--- config.mk ---
export PLATFORM = sky130hd
export DESIGN_NAME = rtc_second_trim_unit
export DESIGN_NICKNAME = d
export VERILOG_FILES = /design/src/verilog/rtc_trim_pkg.sv /design/src/verilog/rtc_second_trim_unit.sv
export VERILOG_INCLUDE_DIRS = /design/src /design/src/verilog
export SDC_FILE = /design/constraint.sdc
export NUM_CORES = 1
export LEC_CHECK = 0
export BUFFER_PORTS_ARGS = -buffer_cell sky130_fd_sc_hd__buf_2
export CORE_UTILIZATION = 45
export CTS_BUF_LIST = sky130_fd_sc_hd__clkbuf_4
export CTS_CLUSTER_DIAMETER = 50
export DETAILED_ROUTE_END_ITERATION = 8
export GPL_TIMING_DRIVEN = 0
export PLACE_DENSITY_LB_ADDON = 0.05
export SYNTH_ARGS = -nofsm -noshare
export SYNTH_HDL_FRONTEND = slang
export SYNTH_SLANG_ARGS = --single-unit
--- constraint.sdc ---
create_clock -name clk -period 2.7 [get_ports clk]
set_input_delay 0.54 -clock clk [delete_from_list [all_inputs] [get_ports clk]]
set_output_delay 0.54 -clock clk [all_outputs]
set_load 0.01 [all_outputs]
--- src/verilog/rtc_trim_defines.svh ---
// Purpose: Constants for the one-second trim unit
// Assumes: 8-bit registers, 4-bit register address
// Notes:   Contract list below
//
// Contract
// (RL1) Period-select 0: one second per 20 is corrected
// (RL2) Period-select 1: one second per 60 is corrected
// (RL3) Middle five trim bits all zero means no correction at all
// (RL4) Trim bits form a signed 7-bit code, bit 6 most significant
// (RL5) Positive code slows the count by code minus one steps
// (RL6) Loss of N is coded 128 minus N; top bit set decodes so
// (RL7) Host computes code from frequency error times 10 or 30, plus one if fast
// (RL8) Host writes only codes from -62 to 63
// (RL9) Step is about 3 ppm on 20 s period, 1 ppm on 60 s period
// (RL10) Control register 1 at Eh set to 00xx0011 gives 1 Hz pulse output
// (RL11) One altered 1 Hz period per 20 or 60 periods
// (RL12) Host avoids unsynchronised access more than twice a second while trimming
// (RL13) Power-up flag clears period-select and all trim bits
// (RL14) Correction adds or removes prescaler ticks in the chosen second only
`ifndef RTC_TRIM_DEFINES_SVH
`define RTC_TRIM_DEFINES_SVH

`define TRIM_ADDR        4'h7
`define CTRL1_ADDR       4'he
`define TRIM_RESET       8'h00
`define CTRL1_RESET      8'h00
`define PERIOD_SEL_BIT   7
`define CTRL1_PULSE_MASK 8'hcf
`define CTRL1_PULSE_VAL  8'h03
`define XTAL_HZ          32768
`define STEP_TICKS       2
`define PERIOD_SHORT     6'h14
`define PERIOD_LONG      6'h3c
`define LOSS_BASE        128

`endif

--- src/verilog/rtc_trim_pkg.sv ---
// Purpose: Types for the one-second trim unit
// Assumes: Nothing
// Notes:   Constants live in rtc_trim_defines.svh
package rtc_trim_pkg;
    typedef logic [6:0] trim_code_t;
    typedef enum logic [1:0] {CORR_NONE, CORR_SLOW, CORR_FAST} corr_kind_t;
endpackage

--- src/verilog/rtc_second_trim_unit.sv ---
// Purpose: Trims the one-second timebase and drives the 1 Hz pulse output
// Assumes: xtal_tick is a one-cycle pulse per 32.768 kHz crystal period
// Notes:   One step is two prescaler ticks
`timescale 1ns/1ps
`include "rtc_trim_defines.svh"

module rtc_second_trim_unit
    import rtc_trim_pkg::*;
#(
    parameter int TICKS_PER_SEC = `XTAL_HZ
) (
    input  wire logic       clk,
    input  wire logic       arst_n,
    input  wire logic       xtal_tick,
    input  wire logic       power_up_flag,
    input  wire logic [3:0] reg_addr,
    input  wire logic       reg_wr,
    input  wire logic [7:0] reg_wdata,
    output logic      [7:0] reg_rdata,
    output logic            second_pulse,
    output logic            interrupt_output_pin_n
);
    localparam int CW   = $clog2(TICKS_PER_SEC + 256) + 1;
    localparam int HALF = TICKS_PER_SEC / 2;

    logic [7:0]    trim_reg;
    logic [7:0]    ctrl1_reg;
    logic [CW-1:0] tick_cnt_reg;
    logic [CW-1:0] len_reg;
    logic [5:0]    sec_idx_reg;
    logic          pulse_n_reg;
    logic          sec_pulse_reg;
    logic [7:0]    rdata_reg;

    function automatic corr_kind_t corr_kind(input trim_code_t c);
        if (c[5:1] == 5'h00) begin
            return CORR_NONE;                                // [RL3]
        end
        return c[6] ? CORR_FAST : CORR_SLOW;                 // [RL4]
    endfunction

    function automatic logic [CW-1:0] sec_len(input trim_code_t c, input logic adjusted);
        int n;
        n = TICKS_PER_SEC;
        if (adjusted) begin
            unique case (corr_kind(c))
                CORR_SLOW: n = TICKS_PER_SEC + `STEP_TICKS * (int'(c) - 1);                 // [RL5]
                CORR_FAST: n = TICKS_PER_SEC - `STEP_TICKS * (`LOSS_BASE - int'(c));        // [RL6]
                CORR_NONE: n = TICKS_PER_SEC;
            endcase
        end
        return n[CW-1:0];
    endfunction

    wire           period_sel  = trim_reg[`PERIOD_SEL_BIT];
    wire [5:0]     period      = period_sel ? `PERIOD_LONG : `PERIOD_SHORT;   // [RL1] [RL2]
    wire           sec_end     = xtal_tick && (tick_cnt_reg == len_reg - 1'b1);
    wire [5:0]     idx_next    = (sec_idx_reg >= period - 6'h01) ? 6'h00 : sec_idx_reg + 6'h01;
    wire [CW-1:0]  len_next    = sec_len(trim_reg[6:0], idx_next == 6'h00);  // [RL11] [RL14]
    wire           pulse_en    = (ctrl1_reg & `CTRL1_PULSE_MASK) == `CTRL1_PULSE_VAL;
    wire           trim_sel    = reg_addr == `TRIM_ADDR;
    wire           ctrl1_sel   = reg_addr == `CTRL1_ADDR;
    wire [7:0]     rd_mux      = trim_sel ? trim_reg : (ctrl1_sel ? ctrl1_reg : 8'h00);
    wire           first_half  = tick_cnt_reg < HALF[CW-1:0];

    // Power-up wins over a write in the same cycle
    always_ff @(posedge clk or negedge arst_n) begin
        if (!arst_n) begin
            trim_reg  <= `TRIM_RESET;
            ctrl1_reg <= `CTRL1_RESET;
        end else if (power_up_flag) begin
            trim_reg  <= `TRIM_RESET;                        // [RL13]
            ctrl1_reg <= `CTRL1_RESET;
        end else if (reg_wr) begin
            trim_reg  <= trim_sel ? reg_wdata : trim_reg;
            ctrl1_reg <= ctrl1_sel ? reg_wdata : ctrl1_reg;
        end
    end

    // Length is latched per second so mid-second writes cannot tear a second
    always_ff @(posedge clk or negedge arst_n) begin
        if (!arst_n) begin
            tick_cnt_reg <= '0;
            len_reg      <= TICKS_PER_SEC[CW-1:0];
            sec_idx_reg  <= 6'h00;
        end else if (sec_end) begin
            tick_cnt_reg <= '0;
            len_reg      <= len_next;                        // [RL14]
            sec_idx_reg  <= idx_next;                        // [RL1] [RL2]
        end else if (xtal_tick) begin
            tick_cnt_reg <= tick_cnt_reg + 1'b1;
        end
    end

    always_ff @(posedge clk or negedge arst_n) begin
        if (!arst_n) begin
            pulse_n_reg   <= 1'b1;
            sec_pulse_reg <= 1'b0;
            rdata_reg     <= 8'h00;
        end else begin
            pulse_n_reg   <= !(pulse_en && first_half);      // [RL10] [RL11]
            sec_pulse_reg <= sec_end;
            rdata_reg     <= rd_mux;
        end
    end

    assign reg_rdata              = rdata_reg;
    assign second_pulse           = sec_pulse_reg;
    assign interrupt_output_pin_n = pulse_n_reg;
endmodule

# [Word-level counts from Yosys, hierarchy flattened]
# Index checks and enable logic that the tools add are counted.
[totals] word_cells=56 inputBits=17 regBits=66
[op_classes] order_cmp=2 add_sub_neg=8 n_mux=20 eq_ne=6 n_reduce_logical=12
[ops] cell="$mux W8" n=8
[ops] cell="$mux W17" n=3
[ops] cell="$pmux W17 S3" n=1
[ops] cell="$add A17 B1 Y17 const B" n=1
[ops] cell="$add A17 B9 Y17 const A" n=1
[ops] cell="$eq A17 B17 Y1" n=1
[ops] cell="$lt A17 B15 Y1 const B" n=1
[ops] cell="$sub A17 B1 Y17 const B" n=1
[ops] cell="$sub A17 B10 Y17 const A" n=1
[ops] cell="$mux W6" n=2
[ops] cell="$sub A8 B7 Y9 const A" n=1
[ops] cell="$mux W2" n=4
[ops] cell="$reduce_bool A2 Y1" n=4
[ops] cell="$sub A7 B1 Y8 const B" n=1
[ops] cell="$add A6 B1 Y6 const B" n=1
[ops] cell="$eq A6 B2 Y1 const B" n=1
[ops] cell="$ge A6 B6 Y1" n=1
[ops] cell="$logic_not A6 Y1" n=1
[ops] cell="$sub A6 B1 Y6 const B" n=1
[ops] cell="$logic_not A5 Y1" n=1
[ops] cell="$eq A4 B3 Y1 const B" n=1
[ops] cell="$eq A4 B4 Y1 const B" n=1
[ops] cell="$reduce_and A2 Y1" n=2
[ops] cell="$eq A2 B1 Y1 const B" n=1
[ops] cell="5 further kinds" n=7

# [Longest topological paths before layout]
# Gate-level depths: netlist of run 1.
[depth] ltp_word=11 depth_mapped=12 ltp_nobuf=9

# [Worst setup path before layout of run 1]
# Ideal clock, no wire load.
[synth_timing] path_kind="register -> register" start="reg len_reg[1]" end="reg sec_idx_reg[0]" path_slack_ns=0.086 path_stages_with_launch=13 setup_time_ns=0.118 arrival_ns=2.496 period_less_slack_ns=2.614 path_buffers=3 path_cell_list="dfrtp_1 > inv_1 > ha_1 > xor2_1 > nand3_1 > nor3_1 > nand3_1 > or4_1 > buf_2 > or2_1 > buf_6 > buf_2 > a21o_1"
[synth_between] elab_chain_len=3
[synth_rtl] item="start, declared" line="rtc_second_trim_unit.sv:29" text="logic [CW-1:0] len_reg;"
[synth_rtl] item="start signal, assigned" line="rtc_second_trim_unit.sv:84" text="len_reg <= TICKS_PER_SEC[CW-1:0];"
[synth_rtl] item="start signal, assigned" line="rtc_second_trim_unit.sv:88" text="len_reg <= len_next;"
[synth_rtl] item="$sub A17 B1 Y17" line="rtc_second_trim_unit.sv:57" text="wire sec_end = xtal_tick && (tick_cnt_reg == len_reg - 1'b1);"
[synth_rtl] item="$eq A17 B17 Y1" line="rtc_second_trim_unit.sv:57"
[synth_rtl] item="$logic_and A1 B1 Y1" line="rtc_second_trim_unit.sv:57"
[synth_rtl] item="end signal, assigned" line="rtc_second_trim_unit.sv:89" text="sec_idx_reg <= idx_next;"
[synth_rtl] item="end, declared" line="rtc_second_trim_unit.sv:30" text="logic [5:0] sec_idx_reg;"
# No other way between the ends.
# A chain may end at the register's enable or synchronous reset.

# [Worst setup path after layout of run 1]
[layout_timing] start="reg len_reg[1]" end="reg len_reg[14]"
[layout_between] elab_chain_len=3
[layout_rtl] item="$sub A17 B1 Y17" line="rtc_second_trim_unit.sv:57"
[layout_rtl] item="$eq A17 B17 Y1" line="rtc_second_trim_unit.sv:57"
[layout_rtl] item="$logic_and A1 B1 Y1" line="rtc_second_trim_unit.sv:57"
# No other way between the ends.

==> metrics.md, run 1 <==
| Metric | Value |
|---|---|
| Synthesized instance count | 391 |
| Core Box Area | 0.00785 mm2 |
| FF+latch count, synth | 63 |
| Die X | 92.9 um |
| Multi-input logic area | approximately 0.0021 mm2 |
| Final max-slew violation count | 0 |
| Final hold vios | 0 |
| Post-synthesis sequential area ratio | 0.424 |
| Gr usage total | 0.221 |
| Clk_skew | 18.2 ps |
| Top cells by count, synth | 61 x dfrtp_1, 47 x nor2_1, 27 x nand2_1 |
| Number of synthesized flops with an enable pin | 0 |
| R2R cell count | 10 |
| Hold Path Class | in2async |
| DR DRC count | 0 |
| Final #Nets | ~470 |
| Yosys top cell by area | dfrtp_1 |
| WL final | 8.73 mm |
| Wirelength per Cell | approximately 16 um |
| GRT overflow | 0 |
| Max Cap Viol | 0 |
| Top-count cell post-synth | dfrtp_1 |
| Vias in the first global route | 3014 |
| Detail Route Antenna Nets | 0 |
| Max Root-Sink Buffers | 2 |
| Worst Setup SP | len_reg[1] |
| Port buffer count | 25 |
| Layout area overhead | 19.1% |
| Internal reg-to-reg setup slack | -6 ps |
| Hold-fix buffers, CTS | 0 |
| Clk_lat worst skew | 440 ps |
| Fin area | 0.00443 mm2 |
| Setup crit end | len_reg[14] |
| Post-DP HPWL | 5.85 mm |
| First drt pass iteration count | 5 |
| Mean Syn Cell Area | about 9.5 um2 |
| CTS sink cnt | 63 |
| Peak Freq | roughly 370 MHz |
| Mapped Area | around 0.0037 mm2 |
| P_leak | 2.03 nW |
| Crit Path Class | reg2reg |
| Max FFs per register | 17 |
| Failing checks | setup timing |
| Via count | 3041 |
| Outcome | finished with violations |
| Global-route wire length before repair | 14.8 mm |
| Non-Filler Instances | around 550 |
| Vias per cell | 5.55 |
| PnR worst setup slack | -5.77 ps |
| CP max FO | 7 |
| Synth top area share | 0.410 |
| Post-synth top flop | dfrtp_1 |
| Largest net degree at the start of global routing | 64 |
| Total CTS buffers | 9 |
| Async SR Flop Fraction | 1.00 |
| Rows | 32 |
| Share of post-route cells with drive strength above 1 | 0.244 |
| Final Critical Period | 2710 ps |
| Worst Tran Pin Value | 862 ps |
| Placed instance area | 0.00398 mm2 |
| Reg2reg end | len_reg[14] |
| Synth unique cells | 54 |
| Antenna Cells | 0 |
| Crit path required time | 3030 ps |
| CTS clk-pin slew, worst paths | about 120 ps |
| H-tree depth reported by CTS | 3 |
| Register area | 0.00159 mm2 |
| Arrival time at the worst endpoint | between 3000 and 4000 ps |
| DRT iter0 DRCs | around 150 |
| Fillers | 746 |
| Final period util | 1.00 |
| Die height | 92.9 um |
| Reg-to-Reg Start | len_reg[1] |
| CTS tree | yes |
| Crit path launch type | flop |
| IO Count | 27 |
| Dpl cells | slightly above 500 |
| Worst setup EP type | flop |
| Mapped Nets | 415 |
| Antenna violations before repair | 0 |
| Maximum vdd drop | 0.205 mV |
| GP Congestion | 0.891 |
| Top post-synthesis cells by area | dfrtp_1 41%, xnor2_1 5.9%, mux2i_1 5.1%, nor2_1 4.7%, xor2_1 3.5% |
| RSZ-0062 raised after global routing | true |
| Syn. warnings | 0 |
| CTS root buf | clkbuf_4 |
| Initial Util | 0.474 |
| Setup violations, final | 3 |
| Total die area | 0.00864 mm2 |
| Power density cells | 441 mW/mm2 |
| Max-slew headroom | 0.421 |
-- stage by stage --
step | utilization | setup TNS, ps | setup WS (ps) | hold slack, ps | power, mW
floorplan | - | 0 | 85.7 | 244 | 1.25
global placement | 0.506 | -9870 | -379 | 495 | 1.32
detailed placement | 0.507 | -10730 | -428 | 499 | 1.33
CTS | 0.541 | -1340 | -99.1 | 209 | 1.95
global route | 0.565 | -3210 | -124 | 236 | 2.06
finish | 0.565 | -10.4 | -5.77 | 184 | 1.95
-- cells by family (layout without fill, tap and decap cells) --
group / Yosys count / after routing / synth area share
buffers and inverters: 33 / 88 / 0.0400
DFF: 63 / 63 / 0.424
and+or+nand+nor: 151 / 151 / 0.221
muxes: 20 / 20 / 0.0541
adders and majority gates: 7 / 7 / 0.0235
AOI/OAI and AO/OA: 77 / 77 / 0.143
xor gates and xnor gates: 40 / 40 / 0.0942
-- layout make-up --
type	count	area share
Multi-Input combinational cell	295	0.479
Sequential cell	63	0.358
Timing Repair Buffer	43	0.0689
Buffer	20	0.0294
Tap cell	102	0.0288
Clock buffer	9	0.0152
Clock inverter	7	0.0130
Inverter	9	0.00762
-- worst max-delay path: stages (launching register included) --
cell       delay [ps]
dfrtp_2           430
buf_6             130
nor3_4            220
nand4_1           180
mux2i_1           160
o32a_1            190
or4_4             560
or2_4             290
buf_12            150
clkbuf_16         140
a21o_1            140
-- placed cells by master (no fill, tap or decap), drive strengths merged, types with 3 or more instances in the layout --
cell type and n:
a31oi 5, a21o 8, buf 47, o22ai 3, a22oi 8, inv 11, nor4b 4, dfrtp 61
o31ai 12, xnor2 25, ha 7, clkbuf 25, nor2 47, xor2 15, or3 3, a21oi 5
o21ai 20, and2 17, nor3 8, nand2 27, nand4 6, nand3 11, clkinvlp 3, and3 4
nor2b 5, or2 3, nor4 5, mux2i 19
-- report_power, final --
part	internal (mW)	total, mW	switching [mW]	leakage [nW]
logic	0.157	0.293	0.137	1.13
registers	0.993	1.05	0.0604	0.846
clock network	0.197	0.607	0.410	0.0591
-- worst min-delay path by stage --
stage | endpoint | slack, ps | from | cells past startpoint
floorplan | ctrl1_reg[0] | 240 | arst_n | 0
detailed placement | interrupt_output_pin_n | 500 | ctrl1_reg[0] | 1
CTS | tick_cnt_reg[7] | 210 | arst_n | 1
global route | tick_cnt_reg[7] | 240 | arst_n | 1
global placement | interrupt_output_pin_n | 500 | ctrl1_reg[0] | 1
finish | tick_cnt_reg[2] | 180 | arst_n | 1
-- metal layers --
metal / track usage / share of wire
met1: 0.297 / 0.45
met2: 0.350 / 0.49
met3: 0.0468 / 0.040
met4: 0.0808 / 0.013
met5: 0 / 0
-- repair_timing --
action | CTS | global route
gates resized for setup | 23 | 44
pin swaps | 7 | 22
buffers inserted | 12 | 3
setup endpoints to repair | 37 | 37
cloned | 0 | 3
endpoints found under the hold margin | 0 | 0
(Power assumes the default switching activity.)
==> inputs of run 2 (changes only) <==
MAX_ROUTING_LAYER = met4   (was not set)
==> run 2 against run 1 <==
  * The run still ends with setup timing left
  * First-iteration DRC count is 11% higher
  * Count of clock-buffer cells in the layout stayed put
  * Flip-flop and latch count unchanged
  * Sequential share of layout area hardly changed
  * Non-clock buffer count is the same
==> metrics.md, run 2 (synthesis gave the netlist of run 1 again) <==
| Metric | Value |
|---|---|
| Post-DP HPWL | 5.85 mm (unchanged) |
| CP max stage cell | or4_4 |
| Vias per cell | 5.54 (-0.20%) |
| Total CTS buffers | 9 (unchanged) |
| Gr usage total | 0.227 (+0.00550) |
| Hold_ws | 183 ps (-0.921 ps) |
| Total die area | 0.00864 mm2 (unchanged) |
| DR DRC count | 0 (unchanged) |
| Detail Route Antenna Nets | 0 (unchanged) |
| GP Congestion | 0.906 (+1.7%) |
| Worst setup EP type | flop |
| H-tree depth reported by CTS | 3 (unchanged) |
| Global-route wire length before repair | 14.8 mm (unchanged) |
| Power density cells | 440 mW/mm2 (-0.14%) |
| Largest net degree at the start of global routing | 64 (unchanged) |
| DRT iter0 DRCs | 161 (+11%) |
| Crit path max-delay family | simple AND/OR/NAND/NOR gates |
| CTS tree | yes |
| Final #Nets | 465 (unchanged) |
| Reg-to-Reg Start | len_reg[1] |
| Rows | 32 (unchanged) |
| Max Cap Viol | 0 (unchanged) |
| Share of post-route cells with drive strength above 1 | 0.247 (+0.00224) |
| Port buffer count | 25 (unchanged) |
| RSZ-0062 raised after global routing | true |
| Maximum vdd drop | 0.206 mV (+0.49%) |
| Arrival time at the worst endpoint | 3030 ps (about the same) |
| Core Box Area | 0.00785 mm2 (unchanged) |
| Peak Freq | 369 MHz (-0.13%) |
| Max Root-Sink Buffers | 2 (unchanged) |
| Initial Util | 0.474 (unchanged) |
| Via count | 3035 (-0.20%) |
| CTS clk-pin slew, worst paths | 120 ps (about the same) |
| Largest stage delay, worst path | 560 ps (about the same) |
| Failing checks | setup timing |
| Crit path required time | 3020 ps (about the same) |
| CTS root buf | clkbuf_4 |
| Antenna Cells | 0 (unchanged) |
| PnR Total Power | 1.95 mW (about the same) |
| Final period util | 1.00 (+0.00131) |
| CTS sink cnt | 63 (unchanged) |
| CP max FO | 7 (unchanged) |
| GRT overflow | 0 (unchanged) |
| Fin area | 0.00444 mm2 (+0.11%) |
| Worst Tran Pin Value | 868 ps (+5.35 ps) |
| WL final | 8.69 mm (-0.48%) |
| First drt pass iteration count | 4 (-1) |
| Max FFs per register | 17 (unchanged) |
| PnR worst setup slack | -9.31 ps (-3.54 ps) |
| Hold-fix buffers, CTS | 0 (unchanged) |
| Clk_skew | 17.2 ps (-0.992 ps) |
| Final hold vios | 0 (unchanged) |
| Antenna violations before repair | 0 (unchanged) |
| Vias in the first global route | 2997 (-0.56%) |
| Commonest non-fill, non-tap cell in the layout | dfrtp_1 |
| Max-slew headroom | 0.418 (-0.00359) |
| Placed instance area | 0.00398 mm2 (unchanged) |
| Clk_lat worst skew | 430 ps (about the same) |
| IO Count | 27 (unchanged) |
| Wirelength per Cell | 15.9 um (-0.48%) |
| Outcome | finished with violations |
| Final Critical Period | 2710 ps (+3.54 ps) |
| Setup violations, final | 5 (+2) |
| CP cell instances | buf_6 > nor3_4 > nand4_1 > mux2i_1 > o32a_1 > or4_4 > or2_4 > buf_12 > clkbuf_16 > a21o_1 |
| P_leak | 2.03 nW (about the same) |
| Die X | 92.9 um (unchanged) |
| Most frequent cells in the layout | 55 x dfrtp_1, 46 x nor2_1, 27 x nand2_1 |
| Layout area overhead | 19.2% |
| Hold Path Class | in2async |
| Crit path launch type | flop |
| Final max-slew violation count | 0 (unchanged) |
| Place WS | -428 ps (unchanged) |
| Worst Setup SP | len_reg[1] |
| Crit Path Class | reg2reg |
| Die height | 92.9 um (unchanged) |
| CP bufs+invs | 3 (unchanged) |
[run 2: cell counts in the layout (fill, tap and decap cells not counted)]
Identical to the previous run, type by type.
[run 2: metrics by stage]
stage	util	cells	setup TNS, ps
finish	0.565	548	-30.7
detailed placement	0.507	518	-10730
global route	0.565	548	-3200
CTS	0.541	546	-1340
global placement	0.506	518	-9870
floorplan	-	391	0
[run 2: layout make-up]
| cell class | count | area [um2] |
|---|---|---|
| multi-input cells | 295 | 2130 |
| clock inverters | 7 | 57.6 |
| clock buffers | 9 | 67.6 |
| inverters | 9 | 33.8 |
| plain buffers | 20 | 130 |
| fillers | 748 | 3410 |
| flip-flops and latches | 63 | 1590 |
| repair buffers | 43 | 305 |
| well taps | 102 | 128 |
[run 2: worst reg2reg max path: cells and delay by family, from the launching register on]
kind / cells / cell delay (ps)
buffers and inverters: 3 / 430
AOI/OAI and AO/OA: 2 / 330
muxes: 1 / 160
and+or+nand+nor: 4 / 1260
DFF: 1 / 430
[run 2: path summary, 6_finish.rpt]
path	endpoint	slack [ps]	depth (start not counted)
max in group asynchronous	len_reg[6]	1930	1
worst max register to register	len_reg[14]	-9	10
worst min register to register	interrupt_output_pin_n	510	1
worst min-delay path	tick_cnt_reg[2]	180	1
min in group clk	ctrl1_reg[2]	360	3
worst max-delay path	len_reg[14]	-9	10
[run 2: metal layers]
layer | global-route usage | share of wire | vias to the layer above
met5 | - | 0 | -
met3 | 0.0443 | 0.032 | 13
met2 | 0.350 | 0.49 | 59
met1 | 0.297 | 0.46 | 1480
li1 | - | - | 1483
met4 | 0.0808 | 0.012 | 0
[run 2: repair_timing]
item	CTS	global route
cloned	0	3
endpoints found under the setup margin	37	37
resized for setup	23	45
hold endpoints to repair	0	0
setup buffers	12	3
pin swaps	7	22
[run 2: where the power goes]
| part | total [mW] | switching (mW) | internal, mW |
|---|---|---|---|
| clock network | 0.607 | 0.410 | 0.197 |
| logic | 0.293 | 0.136 | 0.157 |
| registers | 1.05 | 0.0602 | 0.993 |
| total | 1.95 | 0.606 | 1.35 |
